<file path="config.mk">
export PLATFORM = sky130hd
export DESIGN_NAME = remote_input_command_gate
export DESIGN_NICKNAME = d
export VERILOG_FILES = /design/src/hw/line_conditioner.v /design/src/hw/remote_input_command_gate.v
export VERILOG_INCLUDE_DIRS = /design/src /design/src/include
export SDC_FILE = /design/constraint.sdc
export NUM_CORES = 1
export LEC_CHECK = 0
export ABC_AREA = 1
export BUFFER_PORTS_ARGS = -buffer_cell sky130_fd_sc_hd__buf_4
export CAP_MARGIN = 40
export CORE_UTILIZATION = 45
export CTS_BUF_LIST = sky130_fd_sc_hd__clkbuf_16
export DETAILED_ROUTE_END_ITERATION = 8
export PLACE_DENSITY = 0.77
export SLEW_MARGIN = 0
export SYNTH_ARGS = -nofsm -noshare
export SYNTH_HDL_FRONTEND = slang
export SYNTH_SLANG_ARGS = --single-unit
export TNS_END_PERCENT = 10
</file>
<file path="constraint.sdc">
create_clock -name sys_clk -period 6.77 [get_ports sys_clk]
set_input_delay 1.354 -clock sys_clk [delete_from_list [all_inputs] [get_ports sys_clk]]
set_output_delay 1.354 -clock sys_clk [all_outputs]
set_load 0.03 [all_outputs]
</file>
<file path="src/include/remote_gate_defs.vh">
// Purpose: constants for the remote input command gate
// Assumes: 100 MHz sys_clk, 8-bit byte address, 32-bit register data
// Notes: map entries hold {assigned, line[4:0]}
`ifndef REMOTE_GATE_DEFS_VH
`define REMOTE_GATE_DEFS_VH

// ----------------------------------------
// Sizes
// ----------------------------------------
`define RG_LINES 24
`define RG_FUNCS 13
`define RG_EVENTS 7

// ----------------------------------------
// Register byte offsets
// ----------------------------------------
`define RG_CTRL_ADDR 8'h00
`define RG_STAT_ADDR 8'h04
`define RG_INT_STAT_ADDR 8'h08
`define RG_INT_MASK_ADDR 8'h0c
`define RG_MAP_BASE 8'h10

// ----------------------------------------
// Control fields and reset value
// ----------------------------------------
`define RG_CTRL_ASSIGNED 0
`define RG_CTRL_SRC_REMOTE 1
`define RG_CTRL_VIO_EN 2
`define RG_CTRL_RESET 3'h0

// ----------------------------------------
// Function slots in the map table
// ----------------------------------------
`define RG_F_START 0
`define RG_F_STOP 1
`define RG_F_PAUSE 2
`define RG_F_CONT 3
`define RG_F_RESET 4
`define RG_F_SHUTDOWN 5
`define RG_F_LOWPWR 6
`define RG_F_SEL0 7

// ----------------------------------------
// Map entry layout and default lines
// ----------------------------------------
`define RG_MAP_EN 5
`define RG_MAP_NONE 6'h00
`define RG_MAP_START 6'h20
`define RG_MAP_SEL1 6'h21
`define RG_MAP_SEL2 6'h22
`define RG_MAP_SEL4 6'h23
`define RG_MAP_STOP 6'h24
`define RG_MAP_PAUSE 6'h25
`define RG_MAP_CONT 6'h26
`define RG_MAP_RESET 6'h27

// ----------------------------------------
// Event bits (interrupt status and mask)
// ----------------------------------------
`define RG_EV_START 0
`define RG_EV_STOP 1
`define RG_EV_PAUSE 2
`define RG_EV_CONT 3
`define RG_EV_RESET 4
`define RG_EV_SHUTDOWN 5
`define RG_EV_REJECT 6

`endif

</file>
<file path="src/hw/line_conditioner.v">
// Purpose: resynchronise remote lines and flag their rising edges
// Assumes: lines may change at any time relative to sys_clk
// Notes: rise is a one-cycle pulse, level is the settled value
`timescale 1ns/1ps
`default_nettype none

module line_conditioner (
  // Clock, reset, enable
  input wire sys_clk,
  input wire rst,
  input wire ce,
  // Lines
  input wire [23:0] lines,
  output wire [23:0] level,
  output wire [23:0] rise
);

  reg [23:0] sync_a;
  reg [23:0] sync_b;
  reg [23:0] prev;

  genvar g;
  generate
    for (g = 0; g < 24; g = g + 1) begin : g_line
      // --------------------------------
      // Two-stage synchroniser and edge
      // --------------------------------
      always @(posedge sys_clk or posedge rst) begin
        if (rst) begin
          sync_a[g] <= 1'b0;
          sync_b[g] <= 1'b0;
          prev[g] <= 1'b0;
        end else if (ce) begin
          sync_a[g] <= lines[g];
          sync_b[g] <= sync_a[g];
          prev[g] <= sync_b[g];
        end
      end
      assign rise[g] = sync_b[g] & ~prev[g];
      assign level[g] = sync_b[g];
    end
  endgenerate

endmodule // line_conditioner

`default_nettype wire

</file>
<file path="src/hw/remote_input_command_gate.v">
// Purpose: turn remote input lines into controller actions
// Assumes: controller status inputs are synchronous to sys_clk
// Notes: map registers pick which line drives each function
//
// Overview of operation
// - Inputs other than forced low power honoured only when assigned and remote source; flag remote mode.
// - Remote function usable only with virtual I/O enabled.
// - All inputs but program select and forced low power act on their rising edge.
// - While error is on only reset and forced low power are accepted.
// - Start needs ready, no error/estop/guard, pause and stop off.
// - Select bits 1,2,4 default to lines 1,2,3; higher unassigned.
// - Stop, default line 4, halts all tasks and commands.
// - Pause, default line 5, accepted only while running.
// - Continue, default line 6, needs paused, pause and stop off.
// - Reset, default line 7, clears estop and error when ready.
// - Forced low power honoured at any time, even outside remote.
// - Defaults occupy lines 0 to 7; mapping is reconfigurable.
// - Shutdown, unassigned by default, terminates the system.
// - Six select bits form a number 0 to 63.
// - Remote mode active gates every function not accepted anytime.
`timescale 1ns/1ps
`default_nettype none
`include "remote_gate_defs.vh"

module remote_input_command_gate (
  // Clock, reset, enable
  input wire sys_clk,
  input wire rst,
  input wire ce,
  // Remote input lines
  input wire [23:0] remote_lines,
  // Controller status
  input wire ready,
  input wire running,
  input wire paused,
  input wire error,
  input wire emergency_stop_active,
  input wire guard_open_active,
  // Register port
  input wire [7:0] addr,
  input wire [31:0] wr_data,
  input wire wr_en,
  input wire rd_en,
  output reg [31:0] rd_data,
  // Actions
  output reg start_pulse,
  output reg [5:0] program_select_bits,
  output reg stop_pulse,
  output reg pause_pulse,
  output reg continue_pulse,
  output reg reset_pulse,
  output reg shutdown_pulse,
  output reg forced_low_power,
  output reg remote_mode_active,
  output reg irq
);

  // ----------------------------------------
  // Helpers
  // ----------------------------------------
  // Value of the line a map entry points at; out-of-range reads low
  function pick;
    input [23:0] v;
    input [5:0] m;
    begin
      if (m[`RG_MAP_EN] && (m[4:0] < 5'd24))
        pick = v[m[4:0]];
      else
        pick = 1'b0;
    end
  endfunction

  // Reset contents of the map table
  function [5:0] map_default;
    input integer f;
    begin
      case (f)
        `RG_F_START: map_default = `RG_MAP_START;
        `RG_F_STOP: map_default = `RG_MAP_STOP;
        `RG_F_PAUSE: map_default = `RG_MAP_PAUSE;
        `RG_F_CONT: map_default = `RG_MAP_CONT;
        `RG_F_RESET: map_default = `RG_MAP_RESET;
        `RG_F_SEL0: map_default = `RG_MAP_SEL1;
        `RG_F_SEL0 + 1: map_default = `RG_MAP_SEL2;
        `RG_F_SEL0 + 2: map_default = `RG_MAP_SEL4;
        default: map_default = `RG_MAP_NONE;
      endcase
    end
  endfunction

  // Map table slot an address selects; bit 4 flags a hit. Word
  // aligned only, so a stray byte address never remaps a function.
  function [4:0] map_slot;
    input [7:0] a;
    begin
      if (a >= `RG_MAP_BASE && a < `RG_MAP_BASE + 8'h34 &&
          a[1:0] == 2'b00)
        map_slot = {1'b1, a[5:2] - 4'h4};
      else
        map_slot = 5'h00;
    end
  endfunction

  // ----------------------------------------
  // Line conditioning
  // ----------------------------------------
  wire [23:0] lvl;
  wire [23:0] rise;

  line_conditioner u_cond (
    .sys_clk(sys_clk),
    .rst(rst),
    .ce(ce),
    .lines(remote_lines),
    .level(lvl),
    .rise(rise)
  );

  // ----------------------------------------
  // Register state
  // ----------------------------------------
  reg [2:0] ctrl;
  reg [5:0] fmap [0:12];
  reg [6:0] int_stat;
  reg [6:0] int_mask;
  integer i;

  // ----------------------------------------
  // Per-function trigger and level
  // ----------------------------------------
  wire trig_start;
  wire trig_stop;
  wire trig_pause;
  wire trig_cont;
  wire trig_reset;
  wire trig_shut;
  wire lvl_pause;
  wire lvl_stop;
  wire lvl_lowpwr;
  wire [5:0] sel_now;

  assign trig_start = pick(rise, fmap[`RG_F_START]);
  assign trig_stop = pick(rise, fmap[`RG_F_STOP]);
  assign trig_pause = pick(rise, fmap[`RG_F_PAUSE]);
  assign trig_cont = pick(rise, fmap[`RG_F_CONT]);
  assign trig_reset = pick(rise, fmap[`RG_F_RESET]);
  assign trig_shut = pick(rise, fmap[`RG_F_SHUTDOWN]);
  assign lvl_pause = pick(lvl, fmap[`RG_F_PAUSE]);
  assign lvl_stop = pick(lvl, fmap[`RG_F_STOP]);
  assign lvl_lowpwr = pick(lvl, fmap[`RG_F_LOWPWR]);

  genvar g;
  generate
    for (g = 0; g < 6; g = g + 1) begin : g_sel
      assign sel_now[g] = pick(lvl, fmap[`RG_F_SEL0 + g]);
    end
  endgenerate

  // ----------------------------------------
  // Acceptance
  // ----------------------------------------
  wire mode_ok;
  wire ok_start;
  wire ok_stop;
  wire ok_pause;
  wire ok_cont;
  wire ok_reset;
  wire ok_shut;
  wire any_trig;
  wire any_ok;
  wire start_clear;
  wire lines_clear;

  assign mode_ok = ctrl[`RG_CTRL_ASSIGNED] & ctrl[`RG_CTRL_SRC_REMOTE] &
                   ctrl[`RG_CTRL_VIO_EN];

  assign start_clear = ready & ~error & ~emergency_stop_active &
                       ~guard_open_active;
  // Held pause or stop lines veto both start and continue
  assign lines_clear = ~lvl_pause & ~lvl_stop;
  assign ok_start = trig_start & remote_mode_active & start_clear &
                    lines_clear;
  assign ok_stop = trig_stop & remote_mode_active & ~error;
  assign ok_pause = trig_pause & remote_mode_active & ~error & running;
  assign ok_cont = trig_cont & remote_mode_active & ~error & paused &
                   lines_clear;
  assign ok_reset = trig_reset & remote_mode_active & ready;
  assign ok_shut = trig_shut & remote_mode_active & ~error;

  // flag triggers dropped when nothing was accepted
  assign any_trig = trig_start |
                    trig_stop |
                    trig_pause |
                    trig_cont |
                    trig_reset |
                    trig_shut;
  assign any_ok = ok_start |
                  ok_stop |
                  ok_pause |
                  ok_cont |
                  ok_reset |
                  ok_shut;

  // ----------------------------------------
  // Action outputs
  // ----------------------------------------
  // Triggers that miss their conditions are simply dropped, so a
  // sequencer must raise the line again once the state allows it.
  always @(posedge sys_clk or posedge rst) begin
    if (rst) begin
      start_pulse <= 1'b0;
      program_select_bits <= 6'h00;
      stop_pulse <= 1'b0;
      pause_pulse <= 1'b0;
      continue_pulse <= 1'b0;
      reset_pulse <= 1'b0;
      shutdown_pulse <= 1'b0;
      forced_low_power <= 1'b0;
      remote_mode_active <= 1'b0;
    end else if (ce) begin
      start_pulse <= ok_start;
      stop_pulse <= ok_stop;
      pause_pulse <= ok_pause;
      continue_pulse <= ok_cont;
      reset_pulse <= ok_reset;
      shutdown_pulse <= ok_shut;
      if (ok_start) begin
        program_select_bits <= sel_now;
      end
      forced_low_power <= lvl_lowpwr;
      remote_mode_active <= mode_ok;
    end
  end

  // ----------------------------------------
  // Register writes
  // ----------------------------------------
  wire [6:0] events;
  wire [6:0] clr_bits;
  wire [6:0] next_int_stat;
  wire [4:0] wr_slot;

  assign events = {any_trig & ~any_ok,
                   ok_shut,
                   ok_reset,
                   ok_cont,
                   ok_pause,
                   ok_stop,
                   ok_start};
  assign clr_bits = (wr_en && addr == `RG_INT_STAT_ADDR) ?
                    wr_data[6:0] : 7'h00;
  // A new event beats a clear in the same cycle, so none is lost
  assign next_int_stat = (int_stat & ~clr_bits) | events;
  assign wr_slot = map_slot(addr);

  always @(posedge sys_clk or posedge rst) begin
    if (rst) begin
      ctrl <= `RG_CTRL_RESET;
      int_mask <= 7'h00;
      int_stat <= 7'h00;
      for (i = 0; i < 13; i = i + 1) begin
        fmap[i] <= map_default(i);
      end
    end else if (ce) begin
      int_stat <= next_int_stat;
      if (wr_en) begin
        if (addr == `RG_CTRL_ADDR) begin
          ctrl <= wr_data[2:0];
        end
        if (addr == `RG_INT_MASK_ADDR) begin
          int_mask <= wr_data[6:0];
        end
        if (wr_slot[4]) begin
          fmap[wr_slot[3:0]] <= wr_data[5:0];
        end
      end
    end
  end

  // ----------------------------------------
  // Read port and interrupt
  // ----------------------------------------
  reg [31:0] next_rd_data;
  reg [4:0] rd_slot;

  always @* begin
    next_rd_data = 32'h00000000;
    rd_slot = 5'h00;
    case (addr)
      `RG_CTRL_ADDR: next_rd_data = {29'h0, ctrl};
      // Live status levels, not latched, so a read shows this cycle; program_select_bits hold the value latched at the last accepted start
      `RG_STAT_ADDR: next_rd_data = {16'h0,
                                      program_select_bits,
                                      forced_low_power,
                                      remote_mode_active,
                                      2'h0,
                                      guard_open_active,
                                      emergency_stop_active,
                                      error,
                                      paused,
                                      running,
                                      ready};
      `RG_INT_STAT_ADDR: next_rd_data = {25'h0, int_stat};
      `RG_INT_MASK_ADDR: next_rd_data = {25'h0, int_mask};
      default: begin
        // Unmapped addresses read as zero
        rd_slot = map_slot(addr);
        if (rd_slot[4]) begin
          next_rd_data = {26'h0, fmap[rd_slot[3:0]]};
        end
      end
    endcase
  end

  always @(posedge sys_clk or posedge rst) begin
    if (rst) begin
      rd_data <= 32'h00000000;
      irq <= 1'b0;
    end else if (ce) begin
      // Data stand in the cycle after each rd_en cycle, zero otherwise
      rd_data <= rd_en ? next_rd_data : 32'h00000000;
      irq <= |(next_int_stat & int_mask);
    end
  end

endmodule // remote_input_command_gate

`default_nettype wire

</file>
# Yosys cells after proc, flatten, opt, wreduce, memory -nomap -nowiden
# Cells that the tools add are included.
[word_totals]
reg_bits = 214
inputBits = 75
wordCells = 309
[classes]
addsub = 1
magnitude_cmp = 31
n_eq_ne = 3
n_mux = 57
n_bitwise = 93
reduce_logical = 25
[ops]
columns = ["operator", "count"]
rows = [
  ["bitwise mux 78 bit", 1],
  ["less-than comparator 5 x 6 -> 1 bit, second input constant", 13],
  ["binary-select mux 1 bit (select 5 bit)", 15],
  ["less-than comparator 5 bit, second input constant", 13],
  ["case mux 16 bit (4 select lines)", 1],
  ["bitwise AND 1 bit", 47],
  ["two-way mux 32 bit", 1],
  ["two-way mux 1 bit", 30],
  ["inverter 1 bit", 30],
  ["binary-select mux 6 bit (select 4 bit)", 1],
  ["demux 6 bit (select 4 bit)", 1],
  ["two-way mux 6 bit", 4],
  ["logical AND 1 bit", 17],
  ["equality test 8 x 4 -> 1 bit, second input constant", 2],
  ["bitwise AND 7 bit", 2],
  [">= comparator 5 bit, second input constant", 2],
  ["two-way mux 5 bit", 2],
  ["inverter 4 -> 5 bit", 2],
  ["bitwise OR 1 bit", 10],
  ["AND reduction 3 bit", 3],
  ["equality test 8 x 3 -> 1 bit, second input constant", 1],
  [">= comparator 8 x 5 -> 1 bit, second input constant", 1],
  ["zero test 8 bit", 1],
  ["less-than comparator 8 x 7 -> 1 bit, second input constant", 1],
  ["other kinds (9)", 9],
]

# Depth between registers and ports, before layout
[logic_depth]
depth_word = 18
depth_mapped = 18
depth_no_buf = 17

# Modules after synthesis
# Synthesis repeated with hierarchy kept, for this count alone.
[unflattened]
hier_cells = 1854
area_unflattened_um2 = 12699.7
[by_module_without_submodules]
columns = ["module", "n_inst", "cells_each", "area_per_inst_um2", "seq_area_each_um2"]
rows = [
  ["remote_input_command_gate", 1, 1501, 9754.4, 3153.0],
  ["line_conditioner", 1, 353, 2945.3, 1801.7],
]

# Least setup slack after synthesis
# No wires, ideal clock.
[synth_path]
path_kind = "input-to-reg"
from = "input addr[4]"
to = "register fmap[42] (netlist bit)"
setup_ns = 0.131
arrival_ns = 2.771
required_ns = 6.639
setup_slack_ns = 3.868
cell_stages = 12
n_path_buf = 1
path_cell_list = "inv_1 -> ha_1 -> a21oi_2 -> nor3_4 -> nand2_4 -> nor2_8 -> inv_2 -> nor2_4 -> nand2_1 -> buf_2 -> nand2_1 -> o21ai_1"
[synth_between]
elab_chain_len = 10
elab_cells_between_ends = 14
classes_between = "add/sub (1); order compare (4); mux (4); bitwise (1); reduce/logical (4)"
[synth_lines]
columns = ["item", "line", "rtl"]
rows = [
  ["start, declared", "remote_input_command_gate.v:40", "input wire [7:0] addr,"],
  [">= comparator 8 x 5 -> 1 bit (no source line) or less-than comparator 8 x 7 -> 1 bit (tied branches)", "--", ""],
  ["logical AND 1 bit (2 in series)", "remote_input_command_gate.v:96", "if (a >= `RG_MAP_BASE && a < `RG_MAP_BASE + 8'h34 &&"],
  ["two-way mux 5 bit (*)", "remote_input_command_gate.v:96", ""],
  ["inverter 4 -> 5 bit (implied by the code)", "remote_input_command_gate.v:274", "fmap[wr_slot[3:0]] <= wr_data[5:0];"],
  [">= comparator 5 bit (implied by the code) or less-than comparator 5 x 1 -> 1 bit (tied branches)", "remote_input_command_gate.v:274", ""],
  ["logical AND 1 bit (implied by the code)", "remote_input_command_gate.v:274", ""],
  ["two-way mux 6 bit (implied by the code)", "remote_input_command_gate.v:274", ""],
  ["demux 6 bit (select 4 bit)", "remote_input_command_gate.v:274", ""],
  ["bitwise mux 78 bit", "remote_input_command_gate.v:274", ""],
  ["end signal, assigned by index", "remote_input_command_gate.v:262", "fmap[i] <= map_default(i);"],
  ["end signal, assigned by index", "remote_input_command_gate.v:274", ""],
  ["end, declared", "remote_input_command_gate.v:123", "reg [5:0] fmap [0:12];"],
]
# Mark *: on every way between the ends. The rest lies on a longest branch, timed or not.
# A chain may end at the register's enable or synchronous reset.

# Worst setup path after layout
[layout_path]
from = "input addr[4]"
to = "register fmap[32] (netlist bit)"
# The elaborated chain is that of the path after synthesis.

==> impl_metrics.py <==
metrics = {
    "status": {
        "status": "finished, final reports clean",
    },
    "yosys": {
        "ys_seq_elements": 197,
        "async_flop_share": 1.000,
        "synthCells": 1777,
        "synth_edf_count": 0,
        "syn-cell-area_um2": 12340,
        "synth.avg_cell_area_um2": 6.943,
        "ys.flop_type": "dfrtp_1",
        "ys_types": 49,
        "yosysSeqAreaShare": 0.4016,
        "yosysWarnings": 0,
    },
    "timing": {
        "maxSlewViolCount": 0,
        "clock_skew_ps": 20.82,
        "setup_tns_ps": 0,
        "worstMarginPinSlew_ps": 853.8,
        "fmax_mhz": 291.5,
        "post-route-min-period_ps": 3431,
        "slew_headroom": 0.4308,
        "rsz0062_at_grt": "false",
        "period_share": 0.5068,
        "finalSetupViolations": 0,
        "hold_viol": 0,
    },
    "route": {
        "drtAntennaViolNets": 0,
        "vias": 12898,
        "via_per_inst": 6.073,
        "wirelength_um": 42550,
        "post_drt_wl_per_cell_um": 20.03,
        "route.detailed.drc": 0,
        "drtPass1Iterations": 6,
        "drtIter0Drc": 1871,
    },
    "finish": {
        "fillers": 2592,
        "nets": 1847,
        "syn2layout_area_growth_pct": 10.01,
        "fin_area_um2": 13570,
        "final_core_utilization": 0.5036,
        "drive_gt1_frac": 0.1049,
        "insertedDiodeCount": 0,
    },
    "global_routing": {
        "grt_antenna_before_repair": 0,
        "first_global_vias": 11796,
        "grt_overflow": 0,
        "grt_pass1_wl_um": 66880,
        "grt_max_degree": 128,
        "grt_use_total": 0.3089,
    },
    "clock_tree": {
        "cts_root_buf": "clkbuf_16",
        "h-tree-depth": 4,
        "post-cts-setup-buffers": 0,
        "numClockSinks": 197,
        "clock_latency_ps": 460,
        "cts_tree": "done",
        "numCtsBuffers": 17,
        "holdBufCountCts": 0,
        "clk_path_buf_depth": 2,
        "clk_pin_slew_ps": 80,
        "cts.repair.resized": 0,
    },
    "min_path": {
        "min_path_type": "flip-flop to flip-flop",
        "min_from": "u_cond.sync_a[4]$_DFFE_PP0P_",
    },
    "setup_path": {
        "path_max_fanout": 19,
        "critPathLaunchType": "input pin",
        "critPathRequiredTime_ps": 7070,
        "rrSetupSlack_ps": 3650,
        "critPathLaunch": "addr[4]",
        "endpoint_kind": "flip-flop",
        "arrival_ps": 3730,
        "crit_type": "input pin to flip-flop",
        "rr_startpoint": "fmap[60]$_DFFE_PP1P_",
    },
    "power": {
        "power.leakage_nw": 6.065,
        "p_per_area_nw_per_um2": 233.1,
        "vdd_ir_drop_max_uv": 178.7,
    },
    "job": {
        "drv_cap": 0,
    },
    "die": {
        "rows": 60,
        "die_x_um": 167.6,
        "core_um2": 26950,
        "initial_core_util": 0.4578,
        "ioPinCount": 122,
        "die_area_um2": 28080,
        "fp.dieH_um": 167.6,
    },
    "placed_design": {
        "hpwl_um": 29890,
        "port_buffers": 79,
        "gp_congestion": 0.9941,
        "placedInstanceArea_um2": 12930,
    },
}
==> worst paths after layout <==
path | endpoint | cells after the start
worst max register to register | program_select_bits[4]$_DFFE_PP0P_ | 13
worst min register to register | u_cond.sync_a[4]$_DFFE_PP0P_ | 2
worst max-delay path | fmap[32]$_DFFE_PP0P_ | 10
worst min-delay path | u_cond.sync_a[4]$_DFFE_PP0P_ | 2
min in group asynchronous | program_select_bits[1]$_DFFE_PP0P_ | 3
max in group asynchronous | u_cond.prev[13]$_DFFE_PP0P_ | 5
==> cells in the mapped netlist, types with 3 or more instances <==
| cell type | n | area, µm² |
|---|---|---|
| o21ai_0 | 190 | 950.9 |
| a221oi_1 | 8 | 70.07 |
| a31o_2 | 3 | 26.28 |
| buf_2 | 33 | 165.2 |
| inv_2 | 14 | 52.55 |
| nand2_1 | 494 | 1854 |
| o22ai_1 | 34 | 212.7 |
| o21bai_1 | 3 | 22.52 |
| clkbuf_1 | 67 | 251.5 |
| dfrtp_1 | 177 | 4429 |
| nor4_1 | 3 | 18.77 |
| buf_4 | 24 | 180.2 |
| o211ai_1 | 6 | 45.04 |
| nand3b_1 | 5 | 37.54 |
| a21oi_1 | 106 | 530.5 |
| a32o_1 | 8 | 80.08 |
| mux2i_1 | 3 | 30.03 |
| a22oi_1 | 6 | 45.04 |
| dfstp_2 | 20 | 525.5 |
| nand3_1 | 240 | 1201 |
| nor2_4 | 6 | 67.56 |
| o221ai_1 | 3 | 26.28 |
| nor2_1 | 66 | 247.7 |
| nor2_2 | 11 | 68.82 |
| nand2_2 | 3 | 18.77 |
| buf_1 | 4 | 15.01 |
| inv_1 | 133 | 499.2 |
| o21ai_1 | 77 | 385.4 |
| o31ai_1 | 5 | 37.54 |
==> per-layer routing <==
layer,wire length (µm),track usage,vias to the layer above
met2,19080,0.4779,819
li1,-,-,5897
met5,0,0,-
met4,2025,0.1468,0
met1,17220,0.4213,6030
met3,4216,0.05223,152
==> where the power goes <==
group	internal (mW)	switching [mW]	total [mW]	leakage, nW
logic	0.202	0.438	0.640	3.21
registers	1.27	0.157	1.43	2.54
clock network	0.546	0.551	1.10	0.311
==> logic make-up after synthesis <==
logic type | after synthesis | share of synthesized area
simple gates | 837 | 0.2936
compound gates | 456 | 0.2019
buf+inv | 280 | 0.09716
flops | 197 | 0.4016
mux | 4 | 0.003347
fa+ha+maj | 2 | 0.002028
other cells | 1 | 0.0003040
==> worst max-delay path, stage by stage <==
cell and delay [ps]:
buf_4 150, inv_1 130, ha_1 210, a21oi_2 90
nor3_4 190, nand4_2 520, nor2_1 520, nand2_1 330
nand2_1 150, o21ai_1 80
==> registers in the layout, indices dropped and copies added (netlist names), 3 cells and up <==
| register | flops |
|---|---|
| int_stat | 7 |
| rd_data | 15 |
| int_mask | 7 |
| fmap | 78 |
| ctrl | 3 |
| u_cond.level | 24 |
| u_cond.sync_a | 24 |
| program_select_bits | 6 |
| u_cond.prev | 24 |
==> area by class of cell <==
cell class	instances	area (µm²)	area share
clock buffer	17	425.4	0.03134
clock inverter	15	214.0	0.01576
inverter	149	566.8	0.04176
multi-input combinational	1316	6243	0.4600
sequential	197	4955	0.3651
tap	341	426.7	0.03144
timing repair buffer	89	740.7	0.05458
==> through the flow <==
stage / total power [mW] / hold WS (ps) / std cells / setup slack, ps
floorplan: 1.831 / 441.7 / 1793 / 80.15
global placement: 2.042 / 459.6 / 2088 / 3056
detailed placement: 2.059 / 460.1 / 2092 / 3011
CTS: 3.141 / 480.1 / 2124 / 3463
global route: 3.288 / 489.3 / 2124 / 3188
finish: 3.163 / 477.6 / 2124 / 3339
==> placed cells by master, fill, tap and decap left out, types with 11 or more instances in the layout <==
master	netlist	routed
nand2_1	494	494
nand3_1	240	240
o21ai_0	190	190
dfrtp_1	177	177
inv_1	133	132
a21oi_1	106	106
buf_4	24	85
o21ai_1	77	77
nor2_1	66	66
o22ai_1	34	34
dfstp_2	20	20
conb_1	1	17
clkbuf_16	0	17
inv_2	14	14
nor2_2	11	11
Power figures use the tool's default switching activity.
